### src/logic/lsd_pkg.sv
// lsd_pkg: constants and carriers for the logic, shift and move datapath.
// assumes: one 125 MHz core clock; a decoder supplies one operation per cycle.

package lsd_pkg;

    // ----------------------------------------
    // register port map and reset values
    // ----------------------------------------
    localparam logic [7:0] REG_FLAGS_OFF = 8'h00;
    localparam logic [7:0] REG_RESULT_OFF = 8'h04;
    localparam logic [7:0] REG_COUNT_OFF = 8'h08;
    localparam logic [31:0] RESULT_RESET = 32'h00000000;
    localparam logic [31:0] COUNT_RESET = 32'h00000000;
    localparam logic [3:0] FLAGS_RESET = 4'h0;

    // ----------------------------------------
    // field positions and operand limits
    // ----------------------------------------
    localparam int FLAG_N_BIT = 3;
    localparam int FLAG_Z_BIT = 2;
    localparam int FLAG_C_BIT = 1;
    localparam int FLAG_V_BIT = 0;
    localparam logic [5:0] IMM_RIGHT_MIN = 6'h01;
    localparam logic [5:0] IMM_RIGHT_MAX = 6'h20;
    localparam logic [5:0] IMM_LEFT_MAX = 6'h1F;
    localparam logic [5:0] LZ_ALL_ZERO = 6'h20;

    // operations, one-hot
    typedef enum logic [16:0] {
        op_and = 17'h00001,
        op_bitwise_or = 17'h00002,
        op_bitwise_xor = 17'h00004,
        op_clear_masked_bits = 17'h00008,
        op_or_with_inverse = 17'h00010,
        op_arith_right_shift = 17'h00020,
        op_logical_left_shift = 17'h00040,
        op_logical_right_shift = 17'h00080,
        op_rotate_right = 17'h00100,
        op_rotate_through_carry = 17'h00200,
        op_leading_zero_count = 17'h00400,
        op_compare_subtract = 17'h00800,
        op_compare_add = 17'h01000,
        op_copy_value = 17'h02000,
        op_inverted_copy = 17'h04000,
        op_upper_half_load = 17'h08000,
        op_wide_immediate_load = 17'h10000
    } lsd_op_type;

    // shift form attached to a copy_value, one-hot
    typedef enum logic [4:0] {
        mk_plain = 5'h01,
        mk_arith_right_shift = 5'h02,
        mk_logical_left_shift = 5'h04,
        mk_logical_right_shift = 5'h08,
        mk_rotate_right = 5'h10
    } lsd_move_shift_type;

    typedef struct packed {
        logic n;
        logic z;
        logic c;
        logic v;
    } lsd_flags_type;

    typedef struct packed {
        logic valid;
        lsd_op_type op;
        logic set_flags;
        logic amount_from_register;
        lsd_move_shift_type move_shift;
        logic [31:0] first_operand;
        logic [31:0] flexible_operand;
        logic flexible_carry;
        logic flexible_shifted;
        logic [31:0] source_operand;
        logic [31:0] shift_amount_register;
        logic [5:0] immediate_amount;
        logic [15:0] immediate_value;
        logic [31:0] dest_old;
        logic dest_is_pc;
        logic dest_is_sp;
    } lsd_req_type;

    typedef struct packed {
        logic done;
        logic write_en;
        logic rejected;
        logic branch;
        logic [31:0] result;
        logic [31:0] branch_addr;
    } lsd_rsp_type;

    typedef struct packed {
        logic [31:0] value;
        logic carry;
    } lsd_shout_type;

    typedef struct packed {
        lsd_rsp_type rsp;
        lsd_flags_type flags;
        logic [31:0] last_result;
        logic [31:0] op_count;
        logic [31:0] rd_data;
    } lsd_state_type;

endpackage : lsd_pkg

### src/logic/lsd_datapath.sv
// lsd_datapath: logical, shift, count, compare and move datapath of the core.
// assumes: decoder drives req for one cycle per operation; flexible operand
// and its carry are already formed upstream; registers read on a plain port.
// Behaviour
// [RL1] and, xor, or of first operand with flexible operand.
// [RL2] clear_masked_bits ands first operand with inverted flexible operand.
// [RL3] or_with_inverse ors first operand with inverted flexible operand.
// [RL4] logical and move flag update: n, z from result, c from operand, v kept.
// [RL5] register shift amount uses only the low byte, zero to 255.
// [RL6] immediate amounts 1..32 for right shifts, 0..31 for left and rotate.
// [RL7] rotate_through_carry shifts the source right by one place.
// [RL8] shifts write only the destination; source operand stays untouched.
// [RL9] shift flags: n, z from result, c last out, kept at amount zero.
// [RL10] leading zero count gives 32 for zero, 0 with top bit set; no flags.
// [RL11] compare_subtract sets flags like subtraction and writes nothing.
// [RL12] compare_add sets flags like addition and writes nothing.
// [RL13] both compares always update all four flags.
// [RL14] copy_value copies flexible operand; wide load zero-extends 16 bits.
// [RL15] inverted_copy writes the inverse of the flexible operand.
// [RL16] copy with shift form behaves as the matching shift operation.
// [RL17] copy to program counter branches with bit 0 forced to zero.
// [RL18] copies using sp or pc take plain register, no flag update.
// [RL19] upper_half_load sets bits 31..16, keeps 15..0 and flags.
// [RL20] arith shift fills with sign; rotate_through_carry inserts old carry.
//
// Our own choices: strobed register access and the register offsets.

`timescale 1ns/1ns
`default_nettype none

module lsd_datapath (
    input wire logic ref_clk,
    input wire logic rst,
    input wire lsd_pkg::lsd_req_type req,
    input wire logic [7:0] reg_addr,
    input wire logic [31:0] reg_wdata,
    input wire logic reg_wr,
    input wire logic reg_rd,
    output var lsd_pkg::lsd_rsp_type rsp,
    output var lsd_pkg::lsd_flags_type flags,
    output var logic [31:0] reg_rdata
);
    import lsd_pkg::*;

    // ----------------------------------------
    // helper functions
    // ----------------------------------------

    // barrel shift of one kind; carry passes through at amount zero except for op_rotate_through_carry
    function automatic lsd_shout_type shift_unit(
        input lsd_op_type kind,
        input logic [31:0] x,
        input logic [7:0] amt,
        input logic cin
    );
        lsd_shout_type o;
        logic [32:0] t;
        logic [63:0] d;
        o.value = x;
        o.carry = cin;
        t = 33'h0;
        d = 64'h0000000000000000;
        unique case (kind)
            op_logical_left_shift: begin
                t = {1'b0, x} << amt;
                o.value = t[31:0];
                o.carry = t[32];
            end
            op_logical_right_shift: begin
                t = {x, 1'b0} >> amt;
                o.value = t[32:1];
                o.carry = t[0];
            end
            op_arith_right_shift: begin
                // [RL20] sign fill
                t = 33'($signed({x, 1'b0}) >>> amt);
                o.value = t[32:1];
                o.carry = t[0];
            end
            op_rotate_right: begin
                d = {x, x} >> amt[4:0];
                o.value = d[31:0];
                o.carry = d[31];
            end
            default: begin
                // [RL7] one place right
                // [RL20] old carry in, bit 0 out
                o.value = {cin, x[31:1]};
                o.carry = x[0];
            end
        endcase
        // [RL9] amount zero keeps carry
        if (kind != op_rotate_through_carry && amt == 8'h00) begin
            o.value = x;
            o.carry = cin;
        end
        return o;
    endfunction : shift_unit

    // count of zero bits above the highest set bit
    function automatic logic [5:0] count_leading(input logic [31:0] x);
        logic [5:0] n;
        logic seen;
        n = 6'h00;
        seen = 1'b0;
        for (int i = 31; i >= 0; i--) begin
            if (x[i]) begin
                seen = 1'b1;
            end
            if (!seen) begin
                n = n + 6'h01;
            end
        end
        return n;
    endfunction : count_leading

    // ----------------------------------------
    // state and next state
    // ----------------------------------------
    lsd_state_type st_r;
    lsd_state_type st_nxt;

    // decode helpers
    logic is_shift_op;
    logic is_logic_op;
    logic is_move_op;
    logic move_shifted;
    logic imm_ok;
    logic reject;
    logic hw_flag_upd;
    lsd_op_type shift_kind;
    logic [7:0] shift_amt;
    lsd_shout_type sh;
    logic [32:0] sum;
    logic [31:0] value;
    lsd_flags_type fl;

    // operation class and shift form of a copy
    always_comb begin
        is_logic_op = req.op inside {op_and, op_bitwise_or, op_bitwise_xor,
            op_clear_masked_bits, op_or_with_inverse};
        is_move_op = req.op inside {op_copy_value, op_inverted_copy};
        move_shifted = (req.op == op_copy_value) && (req.move_shift != mk_plain);
        // [RL16] copy with shift form maps onto the shift
        unique case (req.move_shift)
            mk_arith_right_shift: shift_kind = op_arith_right_shift;
            mk_logical_left_shift: shift_kind = op_logical_left_shift;
            mk_logical_right_shift: shift_kind = op_logical_right_shift;
            mk_rotate_right: shift_kind = op_rotate_right;
            default: shift_kind = op_rotate_through_carry;
        endcase
        if (!move_shifted) begin
            shift_kind = req.op;
        end
        is_shift_op = move_shifted || req.op inside {op_arith_right_shift,
            op_logical_left_shift, op_logical_right_shift, op_rotate_right,
            op_rotate_through_carry};
    end

    // shift amount selection and legality
    always_comb begin
        // [RL5] low byte of the amount register only
        if (req.amount_from_register) begin
            shift_amt = req.shift_amount_register[7:0];
        end else begin
            shift_amt = {2'b00, req.immediate_amount};
        end
        // [RL6] immediate range per shift kind
        imm_ok = 1'b1;
        if (is_shift_op && !req.amount_from_register) begin
            if (shift_kind inside {op_arith_right_shift, op_logical_right_shift}) begin
                imm_ok = req.immediate_amount >= IMM_RIGHT_MIN
                    && req.immediate_amount <= IMM_RIGHT_MAX;
            end else if (shift_kind != op_rotate_through_carry) begin
                imm_ok = req.immediate_amount <= IMM_LEFT_MAX;
            end
        end
        // [RL18] sp or pc only in plain unflagged copies
        reject = !imm_ok;
        if ((req.dest_is_pc || req.dest_is_sp)
            && !(req.op inside {op_compare_subtract, op_compare_add})) begin
            if (req.op != op_copy_value || req.set_flags
                || req.flexible_shifted || move_shifted) begin
                reject = 1'b1;
            end
        end
    end

    // [RL8] shifter reads the source and drives only the result path and the carry flag
    assign sh = shift_unit(shift_kind, req.source_operand, shift_amt, st_r.flags.c);

    // result and flag computation
    always_comb begin
        value = 32'h00000000;
        fl = st_r.flags;
        sum = 33'h0;
        hw_flag_upd = 1'b0;
        unique case (req.op)
            // [RL1] plain bitwise forms
            op_and: value = req.first_operand & req.flexible_operand;
            op_bitwise_or: value = req.first_operand | req.flexible_operand;
            op_bitwise_xor: value = req.first_operand ^ req.flexible_operand;
            // [RL2] and with inverse
            op_clear_masked_bits: value = req.first_operand & ~req.flexible_operand;
            // [RL3] or with inverse
            op_or_with_inverse: value = req.first_operand | ~req.flexible_operand;
            // [RL10] count of leading zeros
            op_leading_zero_count: value = {26'h0, count_leading(req.source_operand)};
            // [RL11] difference kept only for flags
            op_compare_subtract: begin
                sum = {1'b0, req.first_operand} + {1'b0, ~req.flexible_operand} + 33'h1;
                value = sum[31:0];
            end
            // [RL12] sum kept only for flags
            op_compare_add: begin
                sum = {1'b0, req.first_operand} + {1'b0, req.flexible_operand};
                value = sum[31:0];
            end
            // [RL14] copy of the flexible operand
            op_copy_value: value = req.flexible_operand;
            // [RL15] inverse copy
            op_inverted_copy: value = ~req.flexible_operand;
            // [RL19] top half loaded, bottom half kept
            op_upper_half_load: value = {req.immediate_value, req.dest_old[15:0]};
            // [RL14] zero-extended 16-bit immediate
            op_wide_immediate_load: value = {16'h0000, req.immediate_value};
            default: value = sh.value;
        endcase
        if (is_shift_op) begin
            value = sh.value;
        end
        if (req.valid && !reject) begin
            // [RL13] compares always set all four
            if (req.op == op_compare_subtract) begin
                hw_flag_upd = 1'b1;
                fl.c = sum[32];
                fl.v = (req.first_operand[31] != req.flexible_operand[31])
                    && (value[31] != req.first_operand[31]);
            end else if (req.op == op_compare_add) begin
                hw_flag_upd = 1'b1;
                fl.c = sum[32];
                fl.v = (req.first_operand[31] == req.flexible_operand[31])
                    && (value[31] != req.first_operand[31]);
            end else if (req.set_flags && is_shift_op) begin
                // [RL9] carry is last bit out
                hw_flag_upd = 1'b1;
                fl.c = sh.carry;
            end else if (req.set_flags && (is_logic_op || is_move_op)) begin
                // [RL4] operand carry, overflow kept
                hw_flag_upd = 1'b1;
                fl.c = req.flexible_carry;
            end
            if (hw_flag_upd) begin
                fl.n = value[31];
                fl.z = (value == 32'h00000000);
            end
        end
    end

    // next state: response, flags, counters and register reads
    always_comb begin
        st_nxt = st_r;
        st_nxt.rsp.done = req.valid;
        st_nxt.rsp.rejected = req.valid && reject;
        st_nxt.rsp.write_en = req.valid && !reject
            && !(req.op inside {op_compare_subtract, op_compare_add});
        st_nxt.rsp.result = value;
        st_nxt.rsp.branch = 1'b0;
        st_nxt.rsp.branch_addr = st_r.rsp.branch_addr;
        // [RL17] program counter target with bit 0 cleared
        if (st_nxt.rsp.write_en && req.dest_is_pc) begin
            st_nxt.rsp.write_en = 1'b0;
            st_nxt.rsp.branch = 1'b1;
            st_nxt.rsp.branch_addr = {value[31:1], 1'b0};
        end
        if (st_nxt.rsp.write_en || st_nxt.rsp.branch) begin
            st_nxt.last_result = value;
            st_nxt.op_count = st_r.op_count + 32'h00000001;
        end
        // software flag write loses to a hardware update
        if (hw_flag_upd) begin
            st_nxt.flags = fl;
        end else if (reg_wr && reg_addr == REG_FLAGS_OFF) begin
            st_nxt.flags = reg_wdata[3:0];
        end
        // read data valid only in the cycle after the strobe
        st_nxt.rd_data = 32'h00000000;
        if (reg_rd) begin
            unique case (reg_addr)
                REG_FLAGS_OFF: st_nxt.rd_data = {28'h0000000, st_r.flags};
                REG_RESULT_OFF: st_nxt.rd_data = st_r.last_result;
                REG_COUNT_OFF: st_nxt.rd_data = st_r.op_count;
                default: st_nxt.rd_data = 32'h00000000;
            endcase
        end
    end

    // state register
    always_ff @(posedge ref_clk or posedge rst) begin
        if (rst) begin
            st_r.rsp <= '0;
            st_r.rsp.result <= RESULT_RESET;
            st_r.flags <= FLAGS_RESET;
            st_r.last_result <= RESULT_RESET;
            st_r.op_count <= COUNT_RESET;
            st_r.rd_data <= 32'h00000000;
        end else begin
            st_r <= st_nxt;
        end
    end

    // outputs straight from the state register
    assign rsp = st_r.rsp;
    assign flags = st_r.flags;
    assign reg_rdata = st_r.rd_data;
endmodule : lsd_datapath

`default_nettype wire

### config.mk
export PLATFORM = sky130hd
export DESIGN_NAME = lsd_datapath
export DESIGN_NICKNAME = d
export VERILOG_FILES = /design/src/logic/lsd_pkg.sv /design/src/logic/lsd_datapath.sv
export SDC_FILE = /design/constraint.sdc
export NUM_CORES = 1
export LEC_CHECK = 0
export BUFFER_PORTS_ARGS = -buffer_cell sky130_fd_sc_hd__buf_4
export CORE_MARGIN = 4
export CORE_UTILIZATION = 36
export DETAILED_ROUTE_END_ITERATION = 12
export PLACE_DENSITY = 0.68
export SLEW_MARGIN = 10
export SYNTH_ARGS = -nofsm -noshare
export SYNTH_HDL_FRONTEND = slang
export SYNTH_SLANG_ARGS = --single-unit
### constraint.sdc
create_clock -name ref_clk -period 5.35 [get_ports ref_clk]
set_input_delay 1.07 -clock ref_clk [delete_from_list [all_inputs] [get_ports ref_clk]]
set_output_delay 1.07 -clock ref_clk [all_outputs]
set_load 0.1 [all_outputs]
Word-level counts from Yosys, hierarchy flattened

Cells that the tools add are included.

Add/subtract/negate cells: 35
Order comparisons: 3
Equal/unequal tests: 38
Shifts and indexed selects: 4
Multiplexer cells: 159
Bitwise operators: 6
Reduce and logical (&&, ||, !) cells: 37

Operator list:

| cell                    | count |
|---|---|
| $pmux W32 S12           | 1 |
| $mux W6                 | 62 |
| $add A6 B1 Y6 const B   | 31 |
| $pmux W33 S4            | 1 |
| $pmux W32 S3            | 1 |
| $mux W1                 | 82 |
| $add A32 B32 Y33        | 2 |
| $mux W33                | 2 |
| $and A32 B32 Y32        | 2 |
| $mux W32                | 2 |
| $or A32 B32 Y32         | 2 |
| $shr A64 B5 Y32         | 1 |
| $pmux W10 S4            | 1 |
| $eq A17 B6 Y1 const B   | 2 |
| $eq A17 B7 Y1 const B   | 2 |
| $eq A17 B8 Y1 const B   | 2 |
| $eq A17 B9 Y1 const B   | 2 |
| $add A33 B1 Y33 const B | 1 |
| $shl A32 B8 Y33         | 1 |
| $shr A33 B8 Y33         | 1 |
| $sshr A33 B8 Y33        | 1 |
| $add A32 B1 Y32 const B | 1 |
| $logic_not A32 Y1       | 1 |
| $not A32 Y32            | 1 |
| other kinds (43)        | 77 |

Bits in registers: 167
Bits of input ports: 255
Output and inout port bits: 104
Word-level logic and storage cells: 295

Logic depth before layout (Yosys ltp)

Gate-level depths: netlist of the first run.

Depth in word-level cells: 104
Depth in mapped cells: 84
Mapped depth without buffers: 80

Worst setup path after synthesis of the first run

No wires, ideal clock.

Path kind: input to register
From: input req[119] (netlist name)
To: register, netlist name flags[2]
Library setup time: 0.082 ns
Arrival: 16.546 ns
Data required time: 5.268 ns
Slack: -11.278 ns
Stages on the path: 82
Path buffers: 5
Cells stage by stage: clkbuf_1 -> clkbuf_1 -> clkbuf_1 -> clkbuf_1 -> a21oi_1 -> ha_1 -> o31a_1 -> ha_1 -> o21ai_0 -> ha_1 -> clkbuf_1 -> o21ai_0 -> nand2b_1 -> a31oi_1 -> ha_1 -> mux2i_1 -> a21boi_0 -> inv_1 -> [46 not listed] -> o21ai_0 -> ha_1 -> mux2i_1 -> mux2i_1 -> ha_1 -> a21oi_1 -> mux2i_1 -> a32o_1 -> or4_1 -> or4_1 -> or4_1 -> nor4_2 -> nand4_1 -> or4_1 -> or3_1 -> or4_1 -> or4_1 -> o22ai_2

RTL lines:

| what        | RTL line           | source |
|---|---|---|
| from (decl) | lsd_datapath.sv:34 | `input wire lsd_pkg::lsd_req_type req,` |

==> flow_summary_export.csv, run 1 <==
group,metric,value,unit
placement,hpwl,89500,um
worst_setup_path,slowest_delay,0.47,ns
clock_network,clkSinkCount,167,
floorplan,coreArea,61900,um2
layout,post-route-util,0.548,
worst_setup_path,worstPathArrival,15.58,ns
worst_setup_path,cp-end-kind,"flop",
worst_setup_path,reg2reg_depth,9,
pwr,worst_ir_drop_vdd,0.278,mV
pwr,clkPwrFrac,0.208,
timing,slew_headroom,0.265,
timing,setup_violations,25,
pwr,p_int,3.37,mW
clock_network,cts_made_buffers,17,
drt,wl_per_cell,22.9,um
worst_hold_path,hold_end,"rsp[30]",
logic_synthesis,async_flop_share,1.00,
worst_setup_path,r2r_slack,3.27,ns
timing,final.setup.worst_slack,-9.88,ns
grt,grt-ovfl-total,0,
grt,grt_pass1_vias,28300,
placement,gp_congestion,1.04,
placement,dpl_cell_area,31900,um2
logic_synthesis,syn_avg_cell_area,7.27,um2
logic_synthesis,synthFlopType,"dfrtp_1",
pwr,power.total,5.99,mW
timing,timing.final.hold_violations,0,
grt,grt_most_used_layer,"met2",
worst_setup_path,crit_required,5.70,ns
floorplan,rows,91,
drt,ant_nets,0,
floorplan,die_h,259,um
pwr,power.share.sequential,0.249,
logic_synthesis,ys_seq_area_frac,0.185,
worst_setup_path,crit_top_cell,"ha_1",
floorplan,die_w,259,um
drt,vias,29500,
worst_setup_path,cp_max_fo,3,
timing,layout_min_cycle_time,15.23,ns
drt,avgViaCountPerCell,5.92,
timing,fin_tns_setup,-115.39,ns
worst_hold_path,hp-class,"reg -> reg",
worst_setup_path,timing.rr.start,"st_r[48]",
worst_setup_path,crit_family,"adder cells",
timing,worstMarginPinSlew,1.09,ns
placement,port_buffers,289,
pwr,power_density,176,nW/um2
layout,fin_nets,4485,
outcome,status,"finished with violations",
grt,met2_usage,0.509,
worst_setup_path,crit_path_start_kind,"input pin",
logic_synthesis,synthesis.nets,3460,
drt,drc_errors,0,
floorplan,start_util,0.365,
layout,layout-drive-gt1-share,0.392,
logic_synthesis,synth_cells,3109,
timing,fmax,65.7,MHz
logic_synthesis,synth_warnings,0,
floorplan,io-pin-count,359,
grt,grt_pass1_wl,169000,um
clock_network,clkLatencyLatePin,0.43,ns
drt,first_pass_iters,8,
timing,skew,0.00716,ns
logic_synthesis,synth-seq-cells,167,
clock_network,cts_root_buf,"clkbuf_16",
pwr,combPwrFrac,0.543,
grt,use_met1,0.404,
logic_synthesis,synth_cell_types,93,
layout,fin_area,34000,um2
worst_setup_path,path_class,"in -> reg",
clock_network,clockBufferDepth,2,
pwr,power.switching,2.62,mW
grt,globalRouteTotalUtil,0.321,
pwr,swShare,0.438,
clock_network,h-tree-depth,4,
clock_network,clk_pin_slew_worst_paths,0.08,ns
worst_setup_path,r2r-end,"st_r[60]",
placement,place_ws,-10.36,ns
timing,min_period_over_period,2.85,
worst_setup_path,crit_buf_inv,9,
grt,antenna_found_initial,6,
timing,rsz0062_at_grt,"yes",
layout,syn2layout_area_growth,50.1,%
timing,maxSlewViolCount,0,
worst_setup_path,cp_slowest_cell,"or4_1",
grt,grt_use_met3,0.0804,
drt,wirelength,114000,um
grt,grt_max_degree,168,
logic_synthesis,synth_edf_count,0,
floorplan,die_area,66900,um2
logic_synthesis,syn_area,22600,um2
worst_hold_path,hold_depth,2,
pwr,p_leak,15.7,nW
drt,drt_iter0_drc,3674,
outcome,violations,"setup timing",
worst_hold_path,hold_start,"rsp[30]",
clock_network,ctsHoldBuffers,0,
run,max_cap_violations,0,
clock_network,cts_tree,"built",
-- cell usage in the layout (no fill, tap or decap), types with 31 or more instances in the layout --
cell,n
a22oi_1,38
nor2_1,349
nand2_1,310
o22ai_1,33
a211oi_1,49
o21ai_0,210
xnor2_1,66
and3_1,34
nor3_1,65
mux2i_1,134
nand2b_1,31
nand3_1,69
dfrtp_1,167
o211ai_1,44
mux2_2,35
a21oi_1,265
buf_4,1280
ha_1,83
inv_1,96
-- kinds of logic after synthesis --
kind of cell,Yosys count,synth area share
compound gates,1010,0.287
xor+xnor,102,0.0433
fa+ha+maj,96,0.0538
buf+inv,421,0.0877
flops,167,0.185
mux,214,0.112
other cells,1,0.000166
simple gates,1098,0.231
-- metrics by stage --
step | std cells | hold slack (ns)
5_1_grt | 4984 | 0.500
4_1_cts | 4991 | 0.486
3_5_place_dp | 4895 | 0.470
6_report | 4985 | 0.483
2_1_floorplan | 3109 | 0.446
3_3_place_gp | 4895 | 0.461
-- cell type report --
cell class	count	area, um2
Antenna cell	1	2.50
Clock buffer	18	439
Clock inverter	14	183
Fill cell	5805	28000
Inverter	104	399
Multi-Input combinational cell	2521	17500
Sequential cell	167	4180
Tap cell	837	1050
Timing Repair Buffer	1323	10200
-- tightest hold or removal path, stage by stage, from the launching register on --
cell and delay (ns):
dfrtp_1 0.34, nand2_1 0.06, nand2_2 0.05
-- worst max path at each step --
stage | startpoint | to | cells after the start | slack (ns)
finish | req[118] | flags[2] | 80 | -9.88
global route | req[118] | flags[2] | 83 | -10.68
CTS | req[118] | flags[2] | 80 | -9.52
detailed placement | req[118] | flags[2] | 80 | -10.36
global placement | req[118] | flags[2] | 80 | -9.92
floorplan | req[119] | flags[2] | 82 | -10.23
-- power by group through the flow --
stage	clock, mW	combinational, mW	sequential (mW)
floorplan	0	1.74	1.46
global placement	0	2.98	1.50
detailed placement	0	2.99	1.50
CTS	1.25	3.11	1.48
global route	1.31	3.43	1.50
finish	1.25	3.26	1.49
-- synthesized netlist by cell type, drive strengths merged (35+ instances only) --
| library cell | count | share of area |
|---|---|---|
| nor2 | 357 | 0.059 |
| nand2 | 316 | 0.052 |
| a21oi | 286 | 0.063 |
| o21ai | 246 | 0.054 |
| clkbuf | 178 | 0.030 |
| dfrtp | 167 | 0.18 |
| mux2i | 142 | 0.063 |
| buf | 139 | 0.041 |
| inv | 104 | 0.017 |
| ha | 94 | 0.052 |
| nand3 | 74 | 0.017 |
| nor3 | 73 | 0.017 |
| xnor2 | 69 | 0.027 |
| a211oi | 54 | 0.018 |
| mux2 | 45 | 0.022 |
| o211ai | 44 | 0.015 |
| a22oi | 40 | 0.013 |
| and3 | 35 | 0.0099 |
| o22ai | 35 | 0.010 |
-- state kept, by name, summed over array words and instances, names as in the netlist --
register / flops
flags: 4
st_r: 64
reg_rdata: 32
rsp: 67
-- repair_timing --
| action | in CTS | in global routing |
|---|---|---|
| pin swaps | 52 | 68 |
| cloned | 0 | 0 |
| buffers inserted | 86 | 31 |
| endpoints found under the setup margin | 37 | 59 |
| gates resized for setup | 142 | 124 |
-- per-layer routing --
layer	wire length, um	vias to the layer above
met5	42	-
met4	7520	6
met3	12400	402
met2	50200	1733
met1	43900	14000
li1	-	13400
(Power assumes the default switching activity.)
==> run 2: changes to the inputs <==
CORE_MARGIN = 2   (was 4)
==> flow_summary_export.csv, run 2 (synthesis results as in run 1) <==
group,metric,value,unit
drt,avgViaCountPerCell,5.87,
floorplan,die_area,64800,um2
floorplan,rows,91,
placement,port_buffers,289,
drt,wirelength,112000,um
layout,regMostFlops,"rsp",
timing,timing.final.hold_violations,0,
run,max_cap_violations,0,
worst_setup_path,crit_family,"adder cells",
layout,fillCellCount,5826,
drt,wl_per_cell,22.6,um
timing,layout_min_cycle_time,14.92,ns
layout,fin_nets,4485,
worst_setup_path,cp_max_fo,3,
floorplan,coreArea,61900,um2
grt,globalRouteTotalUtil,0.333,
worst_setup_path,cp-end-kind,"flop",
drt,ant_nets,0,
timing,final.setup.worst_slack,-9.57,ns
drt,drt_iter0_drc,3456,
outcome,status,"finished with violations",
clock_network,ctsHoldBuffers,0,
grt,grt_max_degree,168,
layout,mostFrequentLayoutCell,"buf_4",
worst_setup_path,crit_buf_inv,6,
floorplan,io-pin-count,359,
pwr,swShare,0.439,
worst_setup_path,path_class,"in -> reg",
timing,skew,0.0117,ns
pwr,power.switching,2.61,mW
timing,min_period_over_period,2.79,
worst_setup_path,worstPathArrival,15.27,ns
drt,first_pass_iters,8,
grt,grt-ovfl-total,0,
timing,fin_tns_setup,-112.56,ns
clock_network,clkSinkCount,167,
worst_setup_path,timing.rr.start,"st_r[36]",
clock_network,cts_made_buffers,17,
layout,multiInputGateArea,17300,um2
timing,slew_headroom,0.280,
grt,grt_pass1_vias,27800,
timing,rsz0062_at_grt,"yes",
pwr,power_density,176,nW/um2
pwr,p_leak,15.7,nW
pwr,clkPwrFrac,0.206,
timing,setup_violations,20,
pwr,worst_ir_drop_vdd,0.287,mV
clock_network,cts_tree,"built",
pwr,p_int,3.34,mW
clock_network,h-tree-depth,4,
worst_hold_path,hp-class,"reg -> reg",
worst_setup_path,crit_path_start_kind,"input pin",
timing,maxSlewViolCount,0,
grt,antenna_found_initial,3,
pwr,power.share.sequential,0.250,
worst_hold_path,hold_start,"rsp[3]",
layout,layout-drive-gt1-share,0.387,
clock_network,clk_pin_slew_worst_paths,0.07,ns
worst_setup_path,slowest_delay,0.52,ns
grt,grt_pass1_wl,166000,um
layout,largest_reg_flops,67,
worst_setup_path,cp_slowest_cell,"or4_1",
drt,drc_errors,0,
clock_network,clkLatencyLatePin,0.43,ns
clock_network,cts_root_buf,"clkbuf_16",
layout,seq_area,4180,um2
worst_setup_path,cp-startpoint,"req[118]",
pwr,power.total,5.94,mW
layout,layout_common_cells,"buf_4, nor2_1, nand2_1",
worst_setup_path,crit_required,5.69,ns
floorplan,die_h,255,um
placement,hpwl,89500,um
clock_network,clockBufferDepth,2,
layout,syn2layout_area_growth,49.2,%
outcome,violations,"setup timing",
worst_setup_path,crit_top_cell,"mux2i_1",
drt,vias,29300,
floorplan,die_w,255,um
floorplan,start_util,0.365,
timing,worstMarginPinSlew,1.07,ns
placement,gp_congestion,1.05,
timing,fmax,67.0,MHz
pwr,combPwrFrac,0.544,
## run 2: changes by cell type in the layout (fill, tap and decap cells not counted), moves of 3 or more
cell / before / now
a2111oi_0: 13 / 16
a21oi_2: 20 / 17
a21oi_4: 1 / 4
buf_12: 13 / 17
buf_4: 1280 / 1291
buf_6: 26 / 13
nand2_1: 310 / 313
nor3_2: 6 / 3
o21ai_0: 210 / 214
o21ai_1: 17 / 20
o21ai_4: 5 / 0
## run 2: worst paths after layout
path                            endpoint  slack, ns  depth (start not counted)
max                             flags[2]      -9.57                         79
min                               rsp[3]       0.48                          2
max reg2reg                     st_r[60]       3.29                          7
min reg2reg                       rsp[3]       0.48                          2
max in group asynchronous  reg_rdata[29]       3.83                          3
min in group asynchronous  reg_rdata[16]       0.89                          3
## run 2: worst register-to-register path: cells and delay by family (launching register included)
family        cells  cell delay (ns)
buf+inv           1             0.15
xor+xnor          1             0.15
flops             1             0.43
simple gates      5             1.21
## run 2: metrics by stage
step / util / cell area (um2) / std cells / worst slack (ns) / hold WS [ns]
after global routing: 0.545 / 33700 / 4984 / -10.50 / 0.504
after detailed placement: 0.516 / 32000 / 4897 / -10.33 / 0.468
final: 0.545 / 33700 / 4985 / -9.57 / 0.483
after floorplan: - / 22800 / 3109 / -10.23 / 0.446
after CTS: 0.536 / 33200 / 4966 / -9.56 / 0.488
after global placement: 0.516 / 32000 / 4897 / -9.93 / 0.460
## run 2: power groups by stage
stage	clock network [mW]	registers (mW)	logic, mW
floorplan	0	1.46	1.74
global placement	0	1.50	2.97
detailed placement	0	1.50	2.99
CTS	1.23	1.48	3.08
global route	1.29	1.50	3.39
finish	1.22	1.49	3.23
## run 2: what timing repair did
item | CTS | global route
endpoints found under the setup margin | 34 | 54
pin swaps | 32 | 58
setup buffers | 42 | 20
gates resized for setup | 85 | 94
## run 2: area by class of cell
type | count | share of cell area
multi-input combinational | 2521 | 0.513
inverter | 104 | 0.0119
clock inverter | 15 | 0.00534
antenna | 1 | 0.0000742
sequential | 167 | 0.124
timing repair buffer | 1323 | 0.303
clock buffer | 17 | 0.0126
tap | 837 | 0.0310
## run 2: per-layer routing
layer  GRT usage  up-vias  wire [um]
met2       0.534     1633      50400
met1       0.433    13900      44800
li1            -    13400          -
met4       0.165        4       6390
met3      0.0582      349      10800
met5           0        -         22
